## src/rtl/timer16_map.svh

```systemverilog
// Register indices, field positions and fixed values of the 16-bit timer
`ifndef TIMER16_MAP_SVH
`define TIMER16_MAP_SVH
`define IDX_CTRL_B      10'h02E
`define IDX_CTRL_A      10'h02F
`define IDX_COUNTER     10'h030
`define IDX_CMP_A       10'h031
`define IDX_CMP_B       10'h032
`define IDX_CAPTURE     10'h033
`define IDX_IRQ_STATUS  10'h034
`define IDX_IRQ_MASK    10'h035
`define IDX_PORT_DIR    10'h036
`define IDX_PORT_DATA   10'h037
`define CTRL_RESET      8'h00
`define WORD_RESET      16'h0000
`define CTRL_A_WMASK    8'hF3
`define CTRL_B_WMASK    8'hDF
`define COM_A_HI        7
`define COM_A_LO        6
`define COM_B_HI        5
`define COM_B_LO        4
`define WGM_LO_HI       1
`define WGM_LO_LO       0
`define WGM_HI_HI       4
`define WGM_HI_LO       3
`define WGM_TOP_BIT     4
`define CS_HI           2
`define CS_LO           0
`define ST_OVF          0
`define ST_CMP_A        1
`define ST_CMP_B        2
`define BOTTOM          16'h0000
`define MAX             16'hFFFF
`define TOP_8           16'h00FF
`define TOP_9           16'h01FF
`define TOP_10          16'h03FF
`define MODE_NORMAL     4'h0
`define MODE_PC8        4'h1
`define MODE_PC9        4'h2
`define MODE_PC10       4'h3
`define MODE_CTC_A      4'h4
`define MODE_FAST8      4'h5
`define MODE_FAST9      4'h6
`define MODE_FAST10     4'h7
`define MODE_PFC_CAP    4'h8
`define MODE_PFC_A      4'h9
`define MODE_PC_CAP     4'hA
`define MODE_PC_A       4'hB
`define MODE_CTC_CAP    4'hC
`define MODE_FAST_CAP   4'hE
`define MODE_FAST_A     4'hF
`define CS_STOP         3'h0
`define CS_DIV1         3'h1
`define CS_DIV8         3'h2
`define CS_DIV64        3'h3
`define CS_DIV256       3'h4
`define CS_DIV1024      3'h5
`define CS_EXT_FALL     3'h6
`define CS_EXT_RISE     3'h7
`define PRE_BITS_8      3
`define PRE_BITS_64     6
`define PRE_BITS_256    8
`define PRE_BITS_1024   10
`define COM_OFF         2'h0
`define COM_TOGGLE      2'h1
`endif

```

## src/rtl/timer16_pkg.sv

```systemverilog
// Types shared by the 16-bit timer modules
package timer16_pkg;
  typedef enum logic [2:0] {
    cls_normal,
    cls_ctc,
    cls_fast,
    cls_pc,
    cls_pfc
  } wave_class_e;

  typedef struct packed {
    logic [7:0]  ctrl_a;
    logic [7:0]  ctrl_b;
    logic [15:0] cnt;
    logic [15:0] cmp_a_buf;
    logic [15:0] cmp_a;
    logic [15:0] cmp_b_buf;
    logic [15:0] cmp_b;
    logic [15:0] capture;
    logic        count_down;
    logic        block_match;
    logic [2:0]  status;
    logic [2:0]  mask;
    logic [1:0]  port_dir;
    logic [1:0]  port_data;
    logic [1:0]  wave;
    logic [1:0]  pin_out;
    logic        irq;
    logic        pready;
    logic        pslverr;
    logic [31:0] prdata;
  } timer_state_s;
endpackage : timer16_pkg

```

## src/rtl/tick_prescaler.sv

```systemverilog
// Tick source: I/O clock divider and synchronised external edge pin
`timescale 1ns/10ps
`include "timer16_map.svh"
module tick_prescaler #(
  parameter int DIV_W = 10
) (
  input  wire logic       clk,
  input  wire logic       rst_b,
  input  wire logic [2:0] sel,
  input  wire logic       ext_pin,
  output logic            tick
);
  typedef struct packed {
    logic [DIV_W-1:0] div;
    logic [2:0]       sync;
  } presc_state_s;

  presc_state_s st;
  presc_state_s next_st;

  if (DIV_W < `PRE_BITS_1024) begin : g_chk
    $error("tick_prescaler: DIV_W too small for the largest divider");
  end

  always_comb begin
    next_st = st;
    next_st.div = st.div + DIV_W'(1);
    // Stage 0 feeds only stage 1; edges are seen between stages 1 and 2
    next_st.sync = {st.sync[1], st.sync[0], ext_pin};
    unique case (sel)
      `CS_STOP:     tick = 1'b0;
      `CS_DIV1:     tick = 1'b1;
      `CS_DIV8:     tick = &st.div[`PRE_BITS_8-1:0];
      `CS_DIV64:    tick = &st.div[`PRE_BITS_64-1:0];
      `CS_DIV256:   tick = &st.div[`PRE_BITS_256-1:0];
      `CS_DIV1024:  tick = &st.div[`PRE_BITS_1024-1:0];
      `CS_EXT_FALL: tick = st.sync[2] & ~st.sync[1];
      `CS_EXT_RISE: tick = ~st.sync[2] & st.sync[1];
    endcase
  end

  always_ff @(posedge clk or negedge rst_b) begin
    if (!rst_b) begin
      st <= '0;
    end else begin
      st <= next_st;
    end
  end
endmodule : tick_prescaler

```

## src/rtl/compare_channel.sv

```systemverilog
// Output-compare waveform action for one channel
`timescale 1ns/10ps
`include "timer16_map.svh"
module compare_channel
  import timer16_pkg::*;
#(
  parameter bit CHAN_A = 1'b1
) (
  input  wire wave_class_e cls,
  input  wire logic [1:0]  com,
  input  wire logic        wgm_top,
  input  wire logic        match,
  input  wire logic        at_bottom,
  input  wire logic        count_down,
  input  wire logic        cmp_is_top,
  input  wire logic        wave,
  output logic             next_wave,
  output logic             override
);
  logic pwm;
  logic toggle_ok;
  logic lvl;

  always_comb begin
    pwm = (cls == cls_fast) || (cls == cls_pc) || (cls == cls_pfc);
    toggle_ok = !pwm || (wgm_top && CHAN_A);
    lvl = com[0];
    override = (com != `COM_OFF) &&
               !((com == `COM_TOGGLE) && !toggle_ok);
    next_wave = wave;
    if (com == `COM_TOGGLE) begin
      if (match && toggle_ok) begin
        next_wave = ~wave;
      end
    end else if (com != `COM_OFF) begin
      if (!pwm) begin
        if (match) begin
          next_wave = lvl;
        end
      end else if (cls == cls_fast) begin
        if (at_bottom) begin
          next_wave = ~lvl;
        end
        // A match at TOP is ignored; only BOTTOM acts then
        if (match && !cmp_is_top) begin
          next_wave = lvl;
        end
      end else if (match) begin
        next_wave = count_down ? ~lvl : lvl;
      end
    end
  end
endmodule : compare_channel

```

## src/rtl/timer16_waveform_mode_control.sv

```systemverilog
// 16-bit timer waveform mode control with APB registers
// Overview of operation
// - Counter is synchronous to clk; the tick only qualifies counting.
// - Modes 8 and 9 load compare buffers and set overflow at BOTTOM.
// - Nonzero output mode, save a disconnected PWM 01, hands the pin to the wave; direction enables driver.
// - Non-PWM modes: 00 off, 01 toggle, 10 low, 11 high on match.
// - Fast PWM: 10 clears on match, sets at BOTTOM; 11 the inverse.
// - PWM mode 01 is disconnected unless top mode bit set; then A toggles.
// - Fast PWM 10/11 with compare equal TOP ignores match, acts at BOTTOM only.
// - Dual-slope: 10 clears on up match, sets on down match; 11 inverse.
// - Four-bit waveform mode: low bits in control A, high in control B.
// - Modes 0, 4, 12: free or clear on match, immediate update, flag at MAX.
// - Phase correct 1,2,3,10,11: update at TOP, overflow at BOTTOM.
// - Fast PWM 5,6,7,14,15: update at BOTTOM, overflow at TOP.
// - BOTTOM events use the same cycle timing as TOP events.
// - Clock select: stop, divide by 1..1024, or external falling/rising.
`timescale 1ns/10ps
`include "timer16_map.svh"
module timer16_waveform_mode_control
  import timer16_pkg::*;
#(
  parameter int APB_ADDR_W = 12,
  parameter int DIV_W      = 10
) (
  input  wire logic                  clk,
  input  wire logic                  rst_b,
  input  wire logic                  psel,
  input  wire logic                  penable,
  input  wire logic                  pwrite,
  input  wire logic [APB_ADDR_W-1:0] paddr,
  input  wire logic [31:0]           pwdata,
  input  wire logic [3:0]            pstrb,
  output logic                       pready,
  output logic [31:0]                prdata,
  output logic                       pslverr,
  input  wire logic                  ext_tick_pin,
  output logic                       pin_a_out,
  output logic                       pin_a_oe,
  output logic                       pin_b_out,
  output logic                       pin_b_oe,
  output logic                       irq
);
  if (APB_ADDR_W < 12 || APB_ADDR_W > 32) begin : g_chk
    $error("timer16: APB_ADDR_W must be 12 to 32");
  end

  timer_state_s st;
  timer_state_s next_st;

  logic [3:0]  waveform_mode_select;
  wave_class_e cls;
  logic [15:0] top;
  logic        tick;
  logic        at_top;
  logic        at_bottom;
  logic        at_max;
  logic        match_a;
  logic        match_b;
  logic        wave_a_next;
  logic        wave_b_next;
  logic        ovr_a;
  logic        ovr_b;
  logic [9:0]  idx;
  logic        mapped;
  logic        wr;
  logic        cnt_wr;
  logic [31:0] rdata;
  logic [1:0]  out_mode_chan_a;
  logic [1:0]  out_mode_chan_b;

  assign waveform_mode_select = {st.ctrl_b[`WGM_HI_HI:`WGM_HI_LO],
                                 st.ctrl_a[`WGM_LO_HI:`WGM_LO_LO]};
  assign out_mode_chan_a = st.ctrl_a[`COM_A_HI:`COM_A_LO];
  assign out_mode_chan_b = st.ctrl_a[`COM_B_HI:`COM_B_LO];

  // Mode 13 decodes as normal counting so a stray write cannot hang it
  always_comb begin
    cls = cls_normal;
    top = `MAX;
    unique case (waveform_mode_select)
      `MODE_NORMAL:   begin cls = cls_normal; top = `MAX;       end
      `MODE_CTC_A:    begin cls = cls_ctc;    top = st.cmp_a;   end
      `MODE_CTC_CAP:  begin cls = cls_ctc;    top = st.capture; end
      `MODE_PC8:      begin cls = cls_pc;     top = `TOP_8;     end
      `MODE_PC9:      begin cls = cls_pc;     top = `TOP_9;     end
      `MODE_PC10:     begin cls = cls_pc;     top = `TOP_10;    end
      `MODE_PC_CAP:   begin cls = cls_pc;     top = st.capture; end
      `MODE_PC_A:     begin cls = cls_pc;     top = st.cmp_a;   end
      `MODE_FAST8:    begin cls = cls_fast;   top = `TOP_8;     end
      `MODE_FAST9:    begin cls = cls_fast;   top = `TOP_9;     end
      `MODE_FAST10:   begin cls = cls_fast;   top = `TOP_10;    end
      `MODE_FAST_CAP: begin cls = cls_fast;   top = st.capture; end
      `MODE_FAST_A:   begin cls = cls_fast;   top = st.cmp_a;   end
      `MODE_PFC_CAP:  begin cls = cls_pfc;    top = st.capture; end
      `MODE_PFC_A:    begin cls = cls_pfc;    top = st.cmp_a;   end
      default:        begin cls = cls_normal; top = `MAX;       end
    endcase
  end

  tick_prescaler #(
    .DIV_W (DIV_W)
  ) u_presc (
    .clk     (clk),
    .rst_b   (rst_b),
    .sel     (st.ctrl_b[`CS_HI:`CS_LO]),
    .ext_pin (ext_tick_pin),
    .tick    (tick)
  );

  // Tick is an enable on clk, never a clock of its own
  assign at_top    = tick && (st.cnt == top);
  assign at_bottom = tick && (st.cnt == `BOTTOM);
  assign at_max    = tick && (st.cnt == `MAX);
  assign match_a   = tick && !st.block_match && (st.cnt == st.cmp_a);
  assign match_b   = tick && !st.block_match && (st.cnt == st.cmp_b);

  compare_channel #(
    .CHAN_A (1'b1)
  ) u_chan_a (
    .cls        (cls),
    .com        (out_mode_chan_a),
    .wgm_top    (waveform_mode_select[`WGM_TOP_BIT-1]),
    .match      (match_a),
    .at_bottom  (at_bottom),
    .count_down (st.count_down),
    .cmp_is_top (st.cmp_a == top),
    .wave       (st.wave[0]),
    .next_wave  (wave_a_next),
    .override   (ovr_a)
  );

  compare_channel #(
    .CHAN_A (1'b0)
  ) u_chan_b (
    .cls        (cls),
    .com        (out_mode_chan_b),
    .wgm_top    (waveform_mode_select[`WGM_TOP_BIT-1]),
    .match      (match_b),
    .at_bottom  (at_bottom),
    .count_down (st.count_down),
    .cmp_is_top (st.cmp_b == top),
    .wave       (st.wave[1]),
    .next_wave  (wave_b_next),
    .override   (ovr_b)
  );

  // Upper address bits above the 4 KiB window are not decoded
  assign idx = paddr[11:2];
  assign wr  = psel && penable && st.pready && pwrite && mapped;
  assign cnt_wr = wr && (idx == `IDX_COUNTER);

  always_comb begin
    mapped = 1'b1;
    rdata  = '0;
    unique case (idx)
      `IDX_CTRL_A:     rdata[7:0]  = st.ctrl_a;
      `IDX_CTRL_B:     rdata[7:0]  = st.ctrl_b;
      `IDX_COUNTER:    rdata[15:0] = st.cnt;
      `IDX_CMP_A:      rdata[15:0] = st.cmp_a_buf;
      `IDX_CMP_B:      rdata[15:0] = st.cmp_b_buf;
      `IDX_CAPTURE:    rdata[15:0] = st.capture;
      `IDX_IRQ_STATUS: rdata[2:0]  = st.status;
      `IDX_IRQ_MASK:   rdata[2:0]  = st.mask;
      `IDX_PORT_DIR:   rdata[1:0]  = st.port_dir;
      `IDX_PORT_DATA:  rdata[1:0]  = st.port_data;
      default:         mapped      = 1'b0;
    endcase
  end

  function automatic logic [15:0] lane16(input logic [15:0] old,
                                         input logic [31:0] wd,
                                         input logic [3:0]  sb);
    logic [15:0] v;
    v = old;
    if (sb[0]) v[7:0]  = wd[7:0];
    if (sb[1]) v[15:8] = wd[15:8];
    return v;
  endfunction : lane16

  always_comb begin
    logic immediate;
    logic load;
    logic [2:0] set;
    logic [2:0] clr;
    immediate = (cls == cls_normal) || (cls == cls_ctc);
    load = (cls == cls_pc) ? at_top : at_bottom;
    set = '0;
    clr = '0;
    next_st = st;

    // Counting sequence, advanced only on a tick
    if (tick) begin
      next_st.block_match = 1'b0;
      if ((cls == cls_pc) || (cls == cls_pfc)) begin
        if (!st.count_down) begin
          if (st.cnt >= top) begin
            next_st.count_down = 1'b1;
            next_st.cnt = st.cnt - 16'h0001;
          end else begin
            next_st.cnt = st.cnt + 16'h0001;
          end
        end else if (st.cnt == `BOTTOM) begin
          next_st.count_down = 1'b0;
          next_st.cnt = st.cnt + 16'h0001;
        end else begin
          next_st.cnt = st.cnt - 16'h0001;
        end
      end else begin
        next_st.count_down = 1'b0;
        next_st.cnt = at_top ? `BOTTOM : st.cnt + 16'h0001;
      end
    end

    // Overflow flag point per mode
    unique case (cls)
      cls_normal, cls_ctc: set[`ST_OVF] = at_max;
      cls_fast:            set[`ST_OVF] = at_top;
      default:             set[`ST_OVF] = at_bottom;
    endcase
    set[`ST_CMP_A] = match_a;
    set[`ST_CMP_B] = match_b;

    // Double-buffered compare load
    if (!immediate && load) begin
      next_st.cmp_a = st.cmp_a_buf;
      next_st.cmp_b = st.cmp_b_buf;
    end else if (immediate) begin
      next_st.cmp_a = st.cmp_a_buf;
      next_st.cmp_b = st.cmp_b_buf;
    end

    next_st.wave = {wave_b_next, wave_a_next};
    next_st.pin_out[0] = ovr_a ? st.wave[0] : st.port_data[0];
    next_st.pin_out[1] = ovr_b ? st.wave[1] : st.port_data[1];

    // APB: one wait cycle, write applied on the completing edge
    if (psel && penable && !st.pready) begin
      next_st.pready  = 1'b1;
      next_st.prdata  = rdata;
      next_st.pslverr = !mapped;
    end else begin
      next_st.pready  = 1'b0;
      next_st.pslverr = 1'b0;
    end

    if (wr) begin
      unique case (idx)
        `IDX_CTRL_A: if (pstrb[0]) next_st.ctrl_a = pwdata[7:0] &
                                                    `CTRL_A_WMASK;
        `IDX_CTRL_B: if (pstrb[0]) next_st.ctrl_b = pwdata[7:0] &
                                                    `CTRL_B_WMASK;
        `IDX_COUNTER: begin
          // Writing the counter blocks the match on the next tick
          next_st.cnt = lane16(st.cnt, pwdata, pstrb);
          next_st.block_match = 1'b1;
        end
        `IDX_CMP_A: begin
          next_st.cmp_a_buf = lane16(st.cmp_a_buf, pwdata, pstrb);
          if (immediate) next_st.cmp_a = next_st.cmp_a_buf;
        end
        `IDX_CMP_B: begin
          next_st.cmp_b_buf = lane16(st.cmp_b_buf, pwdata, pstrb);
          if (immediate) next_st.cmp_b = next_st.cmp_b_buf;
        end
        `IDX_CAPTURE: next_st.capture = lane16(st.capture, pwdata, pstrb);
        `IDX_IRQ_STATUS: if (pstrb[0]) clr = pwdata[2:0];
        `IDX_IRQ_MASK:   if (pstrb[0]) next_st.mask = pwdata[2:0];
        `IDX_PORT_DIR:   if (pstrb[0]) next_st.port_dir = pwdata[1:0];
        `IDX_PORT_DATA:  if (pstrb[0]) next_st.port_data = pwdata[1:0];
        default: ;
      endcase
    end

    // A new event beats a simultaneous write-one clear
    next_st.status = (st.status & ~clr) | set;
    next_st.irq = |(next_st.status & next_st.mask);
  end

  always_ff @(posedge clk or negedge rst_b) begin
    if (!rst_b) begin
      st <= '0;
    end else begin
      st <= next_st;
    end
  end

  assign pready    = st.pready;
  assign prdata    = st.prdata;
  assign pslverr   = st.pslverr;
  assign pin_a_out = st.pin_out[0];
  assign pin_b_out = st.pin_out[1];
  assign pin_a_oe  = st.port_dir[0];
  assign pin_b_oe  = st.port_dir[1];
  assign irq       = st.irq;

  logic immediate_set_a;
  assign immediate_set_a = (cls == cls_normal || cls == cls_ctc)
                           && out_mode_chan_a == 2'h3 && match_a;
endmodule : timer16_waveform_mode_control

```

## config.mk

```make
export PLATFORM = sky130hd
export DESIGN_NAME = timer16_waveform_mode_control
export DESIGN_NICKNAME = d
export VERILOG_FILES = /design/src/rtl/timer16_pkg.sv /design/src/rtl/tick_prescaler.sv /design/src/rtl/compare_channel.sv /design/src/rtl/timer16_waveform_mode_control.sv
export VERILOG_INCLUDE_DIRS = /design/src /design/src/rtl
export SDC_FILE = /design/constraint.sdc
export NUM_CORES = 1
export LEC_CHECK = 0
export ABC_AREA = 1
export CAP_MARGIN = 20
export CORE_UTILIZATION = 40
export CTS_CLUSTER_DIAMETER = 100
export DETAILED_ROUTE_END_ITERATION = 12
export DONT_BUFFER_PORTS = 1
export MAX_ROUTING_LAYER = met4
export PLACE_DENSITY = 0.65
export RECOVER_POWER = 100
export SETUP_SLACK_MARGIN = 0.2
export SLEW_MARGIN = 20
export SYNTH_ARGS = -nofsm -noshare
export SYNTH_HDL_FRONTEND = slang
export SYNTH_SLANG_ARGS = --single-unit
export TNS_END_PERCENT = 1
```

## constraint.sdc

```tcl
create_clock -name clk -period 5.82 [get_ports clk]
set_clock_uncertainty 0.2 [all_clocks]
set_input_delay 0 -clock clk [delete_from_list [all_inputs] [get_ports clk]]
set_output_delay 0 -clock clk [all_outputs]
set_load 0.03 [all_outputs]
```

==> impl_summary.log, run 1 <==
[metrics] total stage count of the critical path: 14
[metrics] maximum clock rate: 0.194 GHz
[metrics] xor-xnor portion of the synthesized cell area: 0.0226
[metrics] final estimated routing congestion in global placement: 0.995
[metrics] total of endpoints with negative setup slack in the final report: 0
[metrics] Area growth, synth to finish: 9.16%
[metrics] reg2reg start: st[151]
[metrics] total wire length: 36.5 mm
[metrics] maximum single-stage delay on the critical path: ~1200 ps
[metrics] I/O Buffers: 0
[metrics] worst r2r path cells: 24
[metrics] smallest setup slack after layout: between 600 and 700 ps
[metrics] reported leakage power: 5.83 nW
[metrics] max-slew violations: 159
[metrics] placeable core area: 26400 sq um
[metrics] critical path startpoint category: primary input
[metrics] row cnt: 59
[metrics] Iter 0 DRT Violations: 1019
[metrics] number of standard cells in the layout, taps in and fillers out: 1902
[metrics] initial antenna violation count: 1
[metrics] start point of the worst hold path: paddr[4]
[metrics] worst setup path category: primary input to flip-flop
[metrics] H-tree lvl count: 4
[metrics] end-of-flow core utilization: 0.450
[metrics] commonest cells after routing, fill and taps aside: 478 x nand2_1, 169 x inv_1, 166 x o21ai_0
[metrics] global-route wire length before repair: 57.4 mm
[metrics] largest voltage drop on the vdd net: 180 uV
[metrics] per-cell via count in the routed design: 5.62
[metrics] instance count after placement with tap cells included: 1826
[metrics] worst hold margin: -1.57 ps
[metrics] Data required, critical path: 5940 ps
[metrics] Placement Setup Slack: 1440 ps
[metrics] end point of the critical path: st[61]
[metrics] Crit Path Max Fanout: 19
[metrics] Most used DFF post-synth: dfrtp_1
[metrics] Syn Std Cell Area: 10900 sq um
[metrics] beginning of the critical path: paddr[10]
[metrics] data arrival time at the worst-slack endpoint: between 5000 and 6000 ps
[metrics] total global-route track usage: 0.276
[metrics] number of global-route vias before repair: 10003
[metrics] transition at the pin with the smallest max-transition slack: 4020 ps
[metrics] part of the Yosys area used for sequential elements: 0.362
[metrics] buffers and inverters on the worst path: 5
[metrics] Reg-to-Reg End: st[143]
[metrics] CTS tree: yes
[metrics] worst reg-to-reg setup slack: 960 ps
[metrics] type of destination of the critical path: flip-flop
[metrics] post-synthesis mux area share: 0.0130
[metrics] slowest cell on the critical path: nand4_1
[metrics] TritonCTS Buffers: 17
[metrics] height of the chip: between 150 and 200 microns
[metrics] antenna-violating nets left: 0
[metrics] cell family with the largest share of critical-path delay: simple AND/OR/NAND/NOR gates
[metrics] Seq cells post-synth: around 160
[metrics] leading cell type in the layout, fill and taps excluded: nand2_1
[metrics] maximum clock insertion buffer count: 2
[metrics] fin crit share: 0.886
[metrics] count of distinct cell types in the synthesized netlist: between 50 and 60
[metrics] sequence of cells on the critical path: dlygate4sd3_1 -> nor2_1 -> dlygate4sd3_1 -> inv_1 -> nor2_1 -> nand4_1 -> nand4_1 -> nor2_1 -> nand3_1 -> nand2_4 -> inv_1 -> nand3_1 -> mux2_2 -> dlygate4sd3_1
[metrics] violations in the final reports: hold timing, capacitance limit, slew limit
[metrics] EDFF count, synth: 0
[metrics] unrepaired setup endpoints after global routing: false
[metrics] share of the synthesized area in compound gates (AO/OA/AOI/OAI): 0.147
[metrics] clock latency at the later pin of the worst-skew pair: 450 ps
[metrics] number of I/O pins: 93
[metrics] Routed wire per std cell: between 15 and 20 microns
[metrics] run status: finished, violations left
[metrics] final period demand of the worst path: 5160 ps
[metrics] post-synthesis cell count: 1552
[metrics] number of fill cells: roughly 2600
[metrics] power per standard cell area: 204 nW/um^2
[metrics] DRC violations left: 0
[metrics] clock root buffer: clkbuf_16
[metrics] post-synthesis area per instance: roughly 7 sq um
[metrics] Hold Fails Final Rpt: 1
[metrics] Final TNS setup: 0 ps
[metrics] detailed placement HPWL: 26.4 mm
[metrics] simple-gate share of the synthesized area: 0.314
[metrics] via count: roughly 11000
[metrics] die footprint: 27800 sq um
[metrics] Slew headroom: -1.68
[metrics] maximum number of pins on one net before global-route repair: 158
[metrics] Overflow after GRT: 0
[metrics] horizontal die dimension: approximately 170 microns
[metrics] number of warning messages in the yosys log: 0
[metrics] Maximum Capacitance Violations: 2
[metrics] layout cells sized above 1: 0.0619
[metrics] post-layout net count: 1629
[metrics] post-synthesis share of cell area spent on full adders, half adders and majority gates: 0.0242
[metrics] effective utilization at floorplan: 0.412
[metrics] classification of the worst-slack hold path: primary input to flip-flop
[metrics] FFs w/ async S/R, synth: 1.00
[metrics] number of sinks handled by clock tree synthesis: 157
[metrics] main combinational cell family by area after synthesis: simple AND/OR/NAND/NOR gates
[metrics] first-pass detailed-route iteration total: 5
[metrics] clock-pin slew of the registers on the worst-case setup and hold paths: 70 ps
[kinds of logic after synthesis]
group,count (synthesis)
buffers and inverters,277
adder cells (fa/ha/maj),21
AO/OA/AOI/OAI,290
flip-flops,157
XOR/XNOR,28
other,1
AND/OR/NAND/NOR,765
multiplexers,13
[synthesized netlist by cell type (11+ instances only)]
cell      number  area, sq um
o211ai_1      11         82.6
inv_1        166          623
buf_2         22          110
xor2_1        26          228
nand3_1       58          290
o22ai_1       21          131
buf_4         35          263
nand4_1       81          507
ha_1          21          263
nor2_1        87          327
nor3_1        16         80.1
inv_2         19         71.3
a21oi_1       44          220
o21ai_0      144          721
o21ai_1       43          215
nand2_1      475         1780
clkbuf_1      22         82.6
dfrtp_1      157         3930
[worst min-delay path by stage]
stage | to | slack, ps | cells after the start
after floorplan | irq | -500 | 0
after global routing | prdata[3] | 80 | 5
after CTS | out_mode_chan_b[1] | 4 | 4
final | out_mode_chan_a[1] | -2 | 4
after detailed placement | u_presc.st[8] | -490 | 0
after global placement | u_presc.st[8] | -490 | 0
[layer usage]
metal | up-vias | part of all wire | GRT usage
li1 | 5084 | - | -
met1 | 5046 | 0.45 | 0.377
met2 | 500 | 0.44 | 0.415
met3 | 51 | 0.088 | 0.0459
met4 | 0 | 0.022 | 0.0906
met5 | - | 0 | -
[stage by stage]
step	cell area, sq um	power (mW)
finish	11900	2.42
CTS	12000	2.43
floorplan	10900	1.17
global placement	10900	1.17
global route	11900	2.48
detailed placement	10900	1.17
[area by class of cell]
class / count / area [sq um] / share of cell area
diodes: 1 / 2.50 / 0.000211
flip-flops and latches: 157 / 3930 / 0.331
clock buffers: 17 / 425 / 0.0359
repair buffers: 58 / 531 / 0.0447
multi-input cells: 1133 / 5650 / 0.476
well taps: 335 / 419 / 0.0353
inverters: 187 / 703 / 0.0593
clock inverters: 14 / 199 / 0.0168
[sequential cells by signal (all words and copies together) (netlist names)]
signal           cells
pin_b_out            1
st                 117
pin_a_out            1
irq                  1
prdata              16
u_presc.next_st      2
pslverr              1
out_mode_chan_b      2
u_presc.st          11
pin_a_oe             1
out_mode_chan_a      2
pready               1
pin_b_oe             1
[what timing repair did]
action | CTS | global route
gates resized for setup | 0 | 0
hold buffers | 44 | 0
buffers inserted | 0 | 0
hold endpoints to repair | 290 | 0
[report_power, final]
group | internal, mW | leakage (nW) | switching, mW
Combinational | 0.0241 | 3.70 | 0.0806
Sequential | 1.09 | 1.83 | 0.00380
Clock | 0.691 | 0.299 | 0.525
[worst min-delay path, stage by stage]
cell and delay [ps]:
nand2_1 80, nor3_2 70, nand3_1 320, o21ai_0 120
(Power assumes the default switching activity.)
==> inputs of run 2 (changes only) <==
CORE_UTILIZATION = 45   (was 40)
PLACE_DENSITY = 0.62   (was 0.65)
==> impl_summary.log, run 2 (synthesized netlist as in run 1, its figures left out) <==
[metrics] run status: finished, violations left (unchanged)
[metrics] violations in the final reports: capacitance limit, slew limit (was hold timing, capacitance limit, slew limit)
[metrics] worst reg-to-reg setup slack: 1230 ps (was 960 ps)
[metrics] detailed placement HPWL: 25.7 mm (was 26.4 mm)
[metrics] placeable core area: 23500 sq um (was 26400 sq um)
[metrics] Routed wire per std cell: 18.8 microns (was 19.2 microns)
[metrics] Slew headroom: -1.71 (was -1.68)
[metrics] number of global-route vias before repair: 9665 (was 10003)
[metrics] final estimated routing congestion in global placement: 0.976 (was 0.995)
[metrics] I/O Buffers: 0 (unchanged)
[metrics] CTS tree: yes (unchanged)
[metrics] Hold Fails Final Rpt: 0 (was 1)
[metrics] unrepaired setup endpoints after global routing: false (unchanged)
[metrics] per-cell via count in the routed design: 5.64 (was 5.62)
[metrics] register name with the most flops: st (unchanged)
[metrics] worst setup path category: primary input to flip-flop (unchanged)
[metrics] leading cell type in the layout, fill and taps excluded: nand2_1 (unchanged)
[metrics] worst min-delay path endpoint: pin_b_oe (was out_mode_chan_a[1])
[metrics] total wire length: 35.5 mm (was 36.5 mm)
[metrics] flip-flop count of the largest register after layout: 117 (unchanged)
[metrics] global-route wire length before repair: 54.9 mm (was 57.4 mm)
[metrics] max-slew violations: 158 (was 159)
[metrics] commonest cells after routing, fill and taps aside: 480 x nand2_1, 169 x inv_1, 166 x o21ai_0 (was 478 x nand2_1, 169 x inv_1, 166 x o21ai_0)
[metrics] data arrival time at the worst-slack endpoint: 5090 ps (was 5280 ps)
[metrics] maximum number of pins on one net before global-route repair: 158 (unchanged)
[metrics] reg2reg start: st[151] (unchanged)
[metrics] clock latency at the later pin of the worst-skew pair: 440 ps (was 450 ps)
[metrics] start point of the worst hold path: paddr[7] (was paddr[4])
[metrics] horizontal die dimension: 157 microns (was 167 microns)
[metrics] die footprint: 24800 sq um (was 27800 sq um)
[metrics] total global-route track usage: 0.305 (was 0.276)
[metrics] Final TNS setup: 0 ps (unchanged)
[metrics] Overflow after GRT: 0 (unchanged)
[metrics] number of I/O pins: 93 (unchanged)
[metrics] type of destination of the critical path: flip-flop (unchanged)
[metrics] first-pass detailed-route iteration total: 6 (was 5)
[metrics] number of sinks handled by clock tree synthesis: 157 (unchanged)
[metrics] power per standard cell area: 204 nW/um^2 (about the same)
[metrics] DRC violations left: 0 (unchanged)
[metrics] TritonCTS Buffers: 17 (unchanged)
[metrics] final period demand of the worst path: 4960 ps (was 5160 ps)
[metrics] Maximum Capacitance Violations: 1 (was 2)
[metrics] reported leakage power: 5.86 nW (was 5.83 nW)
[metrics] layout cells sized above 1: 0.0624 (was 0.0619)
[metrics] critical path startpoint category: primary input (unchanged)
[metrics] maximum clock rate: 0.201 GHz (was 0.194 GHz)
[metrics] largest voltage drop on the vdd net: 173 uV (was 180 uV)
[metrics] number of buffers added for setup after CTS: 0 (unchanged)
[metrics] Placement Setup Slack: 1610 ps (was 1440 ps)
[metrics] maximum clock insertion buffer count: 2 (unchanged)
[metrics] antenna-violating nets left: 0 (unchanged)
[metrics] clock-pin slew of the registers on the worst-case setup and hold paths: 70 ps (about the same)
[metrics] clock root buffer: clkbuf_16 (unchanged)
[metrics] effective utilization at floorplan: 0.461 (was 0.412)
[metrics] Data required, critical path: 5940 ps (about the same)
[metrics] number of fill cells: 2381 (was 2643)
[metrics] fin crit share: 0.853 (was 0.886)
[metrics] via count: 10669 (was 10681)
[metrics] H-tree lvl count: 4 (unchanged)
[metrics] height of the chip: 157 microns (was 167 microns)
[metrics] Min-Delay Path Depth: 8 (was 4)
[metrics] Area growth, synth to finish: 9.39% (was 9.16%)
[metrics] total of endpoints with negative setup slack in the final report: 0 (unchanged)
[metrics] initial antenna violation count: 2 (was 1)
[metrics] smallest setup slack after layout: 857 ps (was 662 ps)
[metrics] Reg-to-Reg End: st[143] (unchanged)
[metrics] transition at the pin with the smallest max-transition slack: 4060 ps (was 4020 ps)
[metrics] Crit Path Max Fanout: 19 (unchanged)
[metrics] row cnt: 56 (was 59)
[metrics] beginning of the critical path: paddr[10] (unchanged)
[metrics] post-layout net count: 1632 (was 1629)
[metrics] Iter 0 DRT Violations: 1087 (was 1019)
[metrics] classification of the worst-slack hold path: primary input to flip-flop (unchanged)
[metrics] worst r2r path cells: 22 (was 24)
-- run 2: changes by cell type in the layout (fill, tap and decap cells not counted), moves of 2 or more --
| cell | delta |
|---|---|
| buf_4 | +2 |
| inv_8 | +2 |
| dlygate4sd3_1 | +2 |
| nand2_1 | +2 |
-- run 2: final cells by class --
type | count | area, sq um | share of cell area
inverters | 187 | 703 | 0.0592
well taps | 319 | 399 | 0.0336
flip-flops and latches | 157 | 3930 | 0.331
clock buffers | 18 | 439 | 0.0370
clock inverters | 14 | 191 | 0.0161
multi-input cells | 1133 | 5660 | 0.476
repair buffers | 61 | 561 | 0.0472
diodes | 2 | 5.00 | 0.000421
-- run 2: worst max path at each step --
| stage | to | slack (ps) | cells past startpoint |
|---|---|---|---|
| 6_report | st[61] | 860 | 14 |
| 5_1_grt | st[61] | 590 | 14 |
| 4_1_cts | st[143] | 1600 | 25 |
| 3_5_place_dp | st[143] | 1610 | 25 |
| 3_3_place_gp | st[143] | 1660 | 25 |
| 2_1_floorplan | st[142] | 2590 | 22 |
-- run 2: repair_timing --
action                                 4_1_cts  5_1_grt
gates resized for setup                      0        0
endpoints found under the hold margin      290        0
hold buffers                                46        0
-- run 2: layer usage --
metal | vias up | track usage | part of all wire | wire [microns]
li1 | 5094 | - | - | -
met1 | 5009 | 0.417 | 0.45 | 15900
met2 | 498 | 0.442 | 0.43 | 15400
met3 | 68 | 0.0650 | 0.090 | 3180
met4 | 0 | 0.106 | 0.028 | 993
met5 | - | - | 0 | 0
-- run 2: worst max-delay path: stages --
cell,delay (ps)
dlygate4sd3_1,540
nor2_1,320
dlygate4sd3_1,630
inv_1,80
nor2_1,160
nand4_1,1050
nand4_1,360
nor2_1,70
nand3_1,200
nand2_4,190
inv_1,150
nand3_1,370
mux2_2,410
dlygate4sd3_1,560
-- run 2: metrics by stage --
step           instance area (sq um)   util  total power [mW]  std cells  hold slack, ps
3_3_place_gp                   10900  0.462              1.17       1811            -484
2_1_floorplan                  10900      -              1.17       1567            -496
4_1_cts                        12000  0.509              2.44       1889            20.7
5_1_grt                        11900  0.505              2.49       1891             137
3_5_place_dp                   10900  0.462              1.17       1811            -485
6_report                       11900  0.505              2.43       1891            79.9
-- run 2: report_power, final --
group          total (mW)  internal [mW]  switching [mW]  leakage [nW]
Sequential           1.10           1.09         0.00384          1.83
Combinational       0.105         0.0242          0.0809          3.73
Clock                1.23          0.671           0.555         0.307
Total                2.43           1.79           0.640          5.86
==> inputs of run 3 (changes only) <==
CORE_ASPECT_RATIO = 1.5   (was not set)
RECOVER_POWER = 25   (was 100)
==> impl_summary.log, run 3 (synthesized netlist as in run 1, its figures left out) <==
[metrics] number of standard cells in the layout, taps in and fillers out: 1887 (was 1891)
[metrics] placeable core area: 23700 sq um (was 23500 sq um)
[metrics] maximum clock rate: 0.222 GHz (was 0.201 GHz)
[metrics] die footprint: 24800 sq um (about the same)
[metrics] most frequent cell on the critical path: nand2_1
[metrics] initial antenna violation count: 0 (was 2)
[metrics] worst r2r path cells: 24 (was 22)
[metrics] reg2reg start: st[156] (was st[151])
[metrics] max-slew violations: 158 (unchanged)
[metrics] maximum number of pins on one net before global-route repair: 158 (unchanged)
[metrics] type of destination of the critical path: flip-flop (unchanged)
[metrics] Iter 0 DRT Violations: 1011 (was 1087)
[metrics] row cnt: 69 (was 56)
[metrics] flip-flop count of the largest register after layout: 117 (unchanged)
[metrics] Slew headroom: -1.71 (about the same)
[metrics] count of inserted antenna diode cells: 0 (was 2)
[metrics] detailed placement HPWL: 26.8 mm (was 25.7 mm)
[metrics] total wire length: 36.8 mm (was 35.5 mm)
[metrics] per-cell via count in the routed design: 5.66 (was 5.64)
[metrics] number of global-route vias before repair: 10285 (was 9665)
[metrics] worst setup path category: flip-flop to flip-flop (was primary input to flip-flop)
[metrics] final period demand of the worst path: 4500 ps (was 4960 ps)
[metrics] buffers and inverters on the worst path: 6 (was 5)
[metrics] Maximum Capacitance Violations: 1 (unchanged)
[metrics] switching portion of total power: 0.251 (was 0.264)
[metrics] power per standard cell area: 192 nW/um^2 (was 204 nW/um^2)
[metrics] unrepaired setup endpoints after global routing: false (unchanged)
[metrics] largest voltage drop on the vdd net: 218 uV (was 173 uV)
[metrics] register name with the most flops: st (unchanged)
[metrics] Area growth, synth to finish: 9.35% (was 9.39%)
[metrics] Hold Fails Final Rpt: 0 (unchanged)
[metrics] Data required, critical path: 5950 ps (was 5940 ps)
[metrics] number of sinks handled by clock tree synthesis: 157 (unchanged)
[metrics] number of I/O pins: 93 (unchanged)
[metrics] cell family with the largest share of critical-path delay: simple AND/OR/NAND/NOR gates (unchanged)
[metrics] smallest setup slack after layout: 1320 ps (was 857 ps)
[metrics] I/O Buffers: 0 (unchanged)
[metrics] combinational share of power: 0.046 (was 0.043)
[metrics] Routed wire per std cell: 19.5 microns (was 18.8 microns)
[metrics] maximum clock insertion buffer count: 2 (unchanged)
[metrics] post-layout net count: 1631 (was 1632)
[metrics] number of buffers added for setup after CTS: 0 (unchanged)
[metrics] layout cells sized above 1: 0.0714 (was 0.0624)
[metrics] Internal Pwr Total: 1.71 mW (was 1.79 mW)
[metrics] total global-route track usage: 0.322 (was 0.305)
[metrics] critical path startpoint category: flip-flop (was primary input)
[metrics] beginning of the critical path: st[156] (was paddr[10])
[metrics] maximum single-stage delay on the critical path: 620 ps (was 1050 ps)
[metrics] via count: 10673 (was 10669)
[metrics] end point of the critical path: st[143] (was st[61])
[metrics] height of the chip: 192 microns (was 157 microns)
[metrics] worst reg-to-reg setup slack: 1320 ps (was 1230 ps)
[metrics] Overflow after GRT: 0 (unchanged)
[metrics] sequence of cells on the critical path: inv_2 -> nand2_1 -> nand2_2 -> nand3_4 -> nand2_2 -> buf_4 -> inv_2 -> nor2_1 -> ha_1 -> nand2_1 -> inv_1 -> nand3_1 -> nor3_1 -> inv_1 -> nand2_1 -> a211oi_1 -> o21ai_1 -> nand2_4 -> inv_1 -> nand2_1 -> nand3_1 -> nand3_1 -> nand2_1 -> nand2_1 (was dlygate4sd3_1 -> nor2_1 -> dlygate4sd3_1 -> inv_1 -> nor2_1 -> nand4_1 -> nand4_1 -> nor2_1 -> nand3_1 -> nand2_4 -> inv_1 -> nand3_1 -> mux2_2 -> dlygate4sd3_1)
[metrics] first-pass detailed-route iteration total: 6 (unchanged)
[metrics] worst hold margin: 69.3 ps (was 79.9 ps)
[metrics] Crit Path Max Fanout: 41 (was 19)
[metrics] commonest cells after routing, fill and taps aside: 475 x nand2_1, 166 x inv_1, 157 x dfrtp_1 (was 480 x nand2_1, 169 x inv_1, 166 x o21ai_0)
[metrics] transition at the pin with the smallest max-transition slack: 4070 ps (was 4060 ps)
[metrics] Reg-to-Reg End: st[143] (unchanged)
[metrics] reported leakage power: 5.83 nW (was 5.86 nW)
[metrics] effective utilization at floorplan: 0.459 (was 0.461)
[metrics] clock root buffer: clkbuf_16 (unchanged)
[metrics] run status: finished, violations left (unchanged)
[metrics] Placement Setup Slack: 1440 ps (was 1610 ps)
[metrics] total stage count of the critical path: 24 (was 14)
[metrics] CTS tree: yes (unchanged)
[metrics] slowest cell on the critical path: nand2_2 (was nand4_1)
[metrics] fin crit share: 0.773 (was 0.853)
[metrics] clock-pin slew of the registers on the worst-case setup and hold paths: 70 ps (about the same)
[metrics] leading cell type in the layout, fill and taps excluded: nand2_1 (unchanged)
[metrics] classification of the worst-slack hold path: primary input to flip-flop (unchanged)
[metrics] horizontal die dimension: 129 microns (was 157 microns)
[metrics] final estimated routing congestion in global placement: 0.939 (was 0.976)
[metrics] clock power share: 0.473 (was 0.505)
[metrics] total of endpoints with negative setup slack in the final report: 0 (unchanged)
[metrics] TritonCTS Buffers: 17 (unchanged)
[metrics] antenna-violating nets left: 0 (unchanged)
[metrics] overall power consumption: 2.28 mW (was 2.43 mW)
[metrics] Sw Pwr: 0.573 mW (was 0.640 mW)
[metrics] Final TNS setup: 0 ps (unchanged)
[metrics] DRC violations left: 0 (unchanged)
[metrics] H-tree lvl count: 4 (unchanged)
[metrics] global-route wire length before repair: 57.7 mm (was 54.9 mm)
[metrics] instance count after placement with tap cells included: 1808 (was 1811)
[metrics] data arrival time at the worst-slack endpoint: 4630 ps (was 5090 ps)
[metrics] violations in the final reports: capacitance limit, slew limit (unchanged)
[metrics] clock latency at the later pin of the worst-skew pair: 440 ps (about the same)
[metrics] sequential share of power: 0.481 (was 0.452)
[run 3: cell types whose count changed in the layout (fill, tap and decap cells not counted), sizes merged]
cell,delta
buf,-1
bufinv,-1
clkinvlp,+2
diode,-2
dlygate4sd3,+2
inv,-4
[run 3: area by class of cell]
| cell class | count | area [sq um] |
|---|---|---|
| well taps | 319 | 399 |
| repair buffers | 60 | 578 |
| fillers | 2412 | 11800 |
| multi-input cells | 1133 | 5720 |
| clock buffers | 20 | 437 |
| flip-flops and latches | 157 | 3930 |
| clock inverters | 11 | 110 |
| inverters | 187 | 703 |
[run 3: how the worst min path moves through the flow]
stage,startpoint,endpoint,slack [ps],cells past startpoint
after floorplan,rst_b,irq,-500,0
after global placement,rst_b,st[102],-480,0
after detailed placement,rst_b,st[102],-480,0
after CTS,paddr[7],st[39],20,8
after global routing,paddr[11],prdata[8],100,5
final,paddr[7],st[39],70,8
[run 3: power groups by stage]
| stage | clock [mW] | sequential [mW] | combinational [mW] |
|---|---|---|---|
| after floorplan | 0 | 1.12 | 0.0560 |
| after global placement | 0 | 1.12 | 0.0549 |
| after detailed placement | 0 | 1.12 | 0.0548 |
| after CTS | 1.09 | 1.10 | 0.107 |
| after global routing | 1.13 | 1.10 | 0.116 |
| final | 1.08 | 1.10 | 0.105 |
[run 3: metal layers]
| metal | share of wire | routed length [microns] | vias to the layer above | GRT usage |
|---|---|---|---|---|
| li1 | - | - | 5099 | - |
| met4 | 0.049 | 1810 | 0 | 0.165 |
| met5 | 0 | 0 | - | - |
| met3 | 0.064 | 2350 | 90 | 0.0421 |
| met2 | 0.48 | 17600 | 449 | 0.519 |
| met1 | 0.41 | 15000 | 5035 | 0.396 |
[run 3: worst register-to-register path, stage by stage, from the launching register on]
cell	delay, ps
dfrtp_1	410
inv_2	130
nand2_1	80
nand2_2	370
nand3_4	120
nand2_2	620
buf_4	270
inv_2	30
nor2_1	170
ha_1	170
nand2_1	50
inv_1	70
nand3_1	130
nor3_1	270
inv_1	140
nand2_1	80
a211oi_1	40
o21ai_1	180
nand2_4	200
inv_1	270
nand2_1	100
nand3_1	90
nand3_1	80
nand2_1	80
nand2_1	50
[run 3: metrics by stage]
stage	cell area (sq um)	utilization
after floorplan	10900	-
after global placement	10900	0.459
after detailed placement	10900	0.459
after CTS	11900	0.503
after global routing	11900	0.502
final	11900	0.502
[run 3: what timing repair did]
item | CTS | global route
gates resized for setup | 0 | 0
hold endpoints to repair | 290 | 0
hold buffers | 48 | 0
setup endpoints to repair | 0 | 0
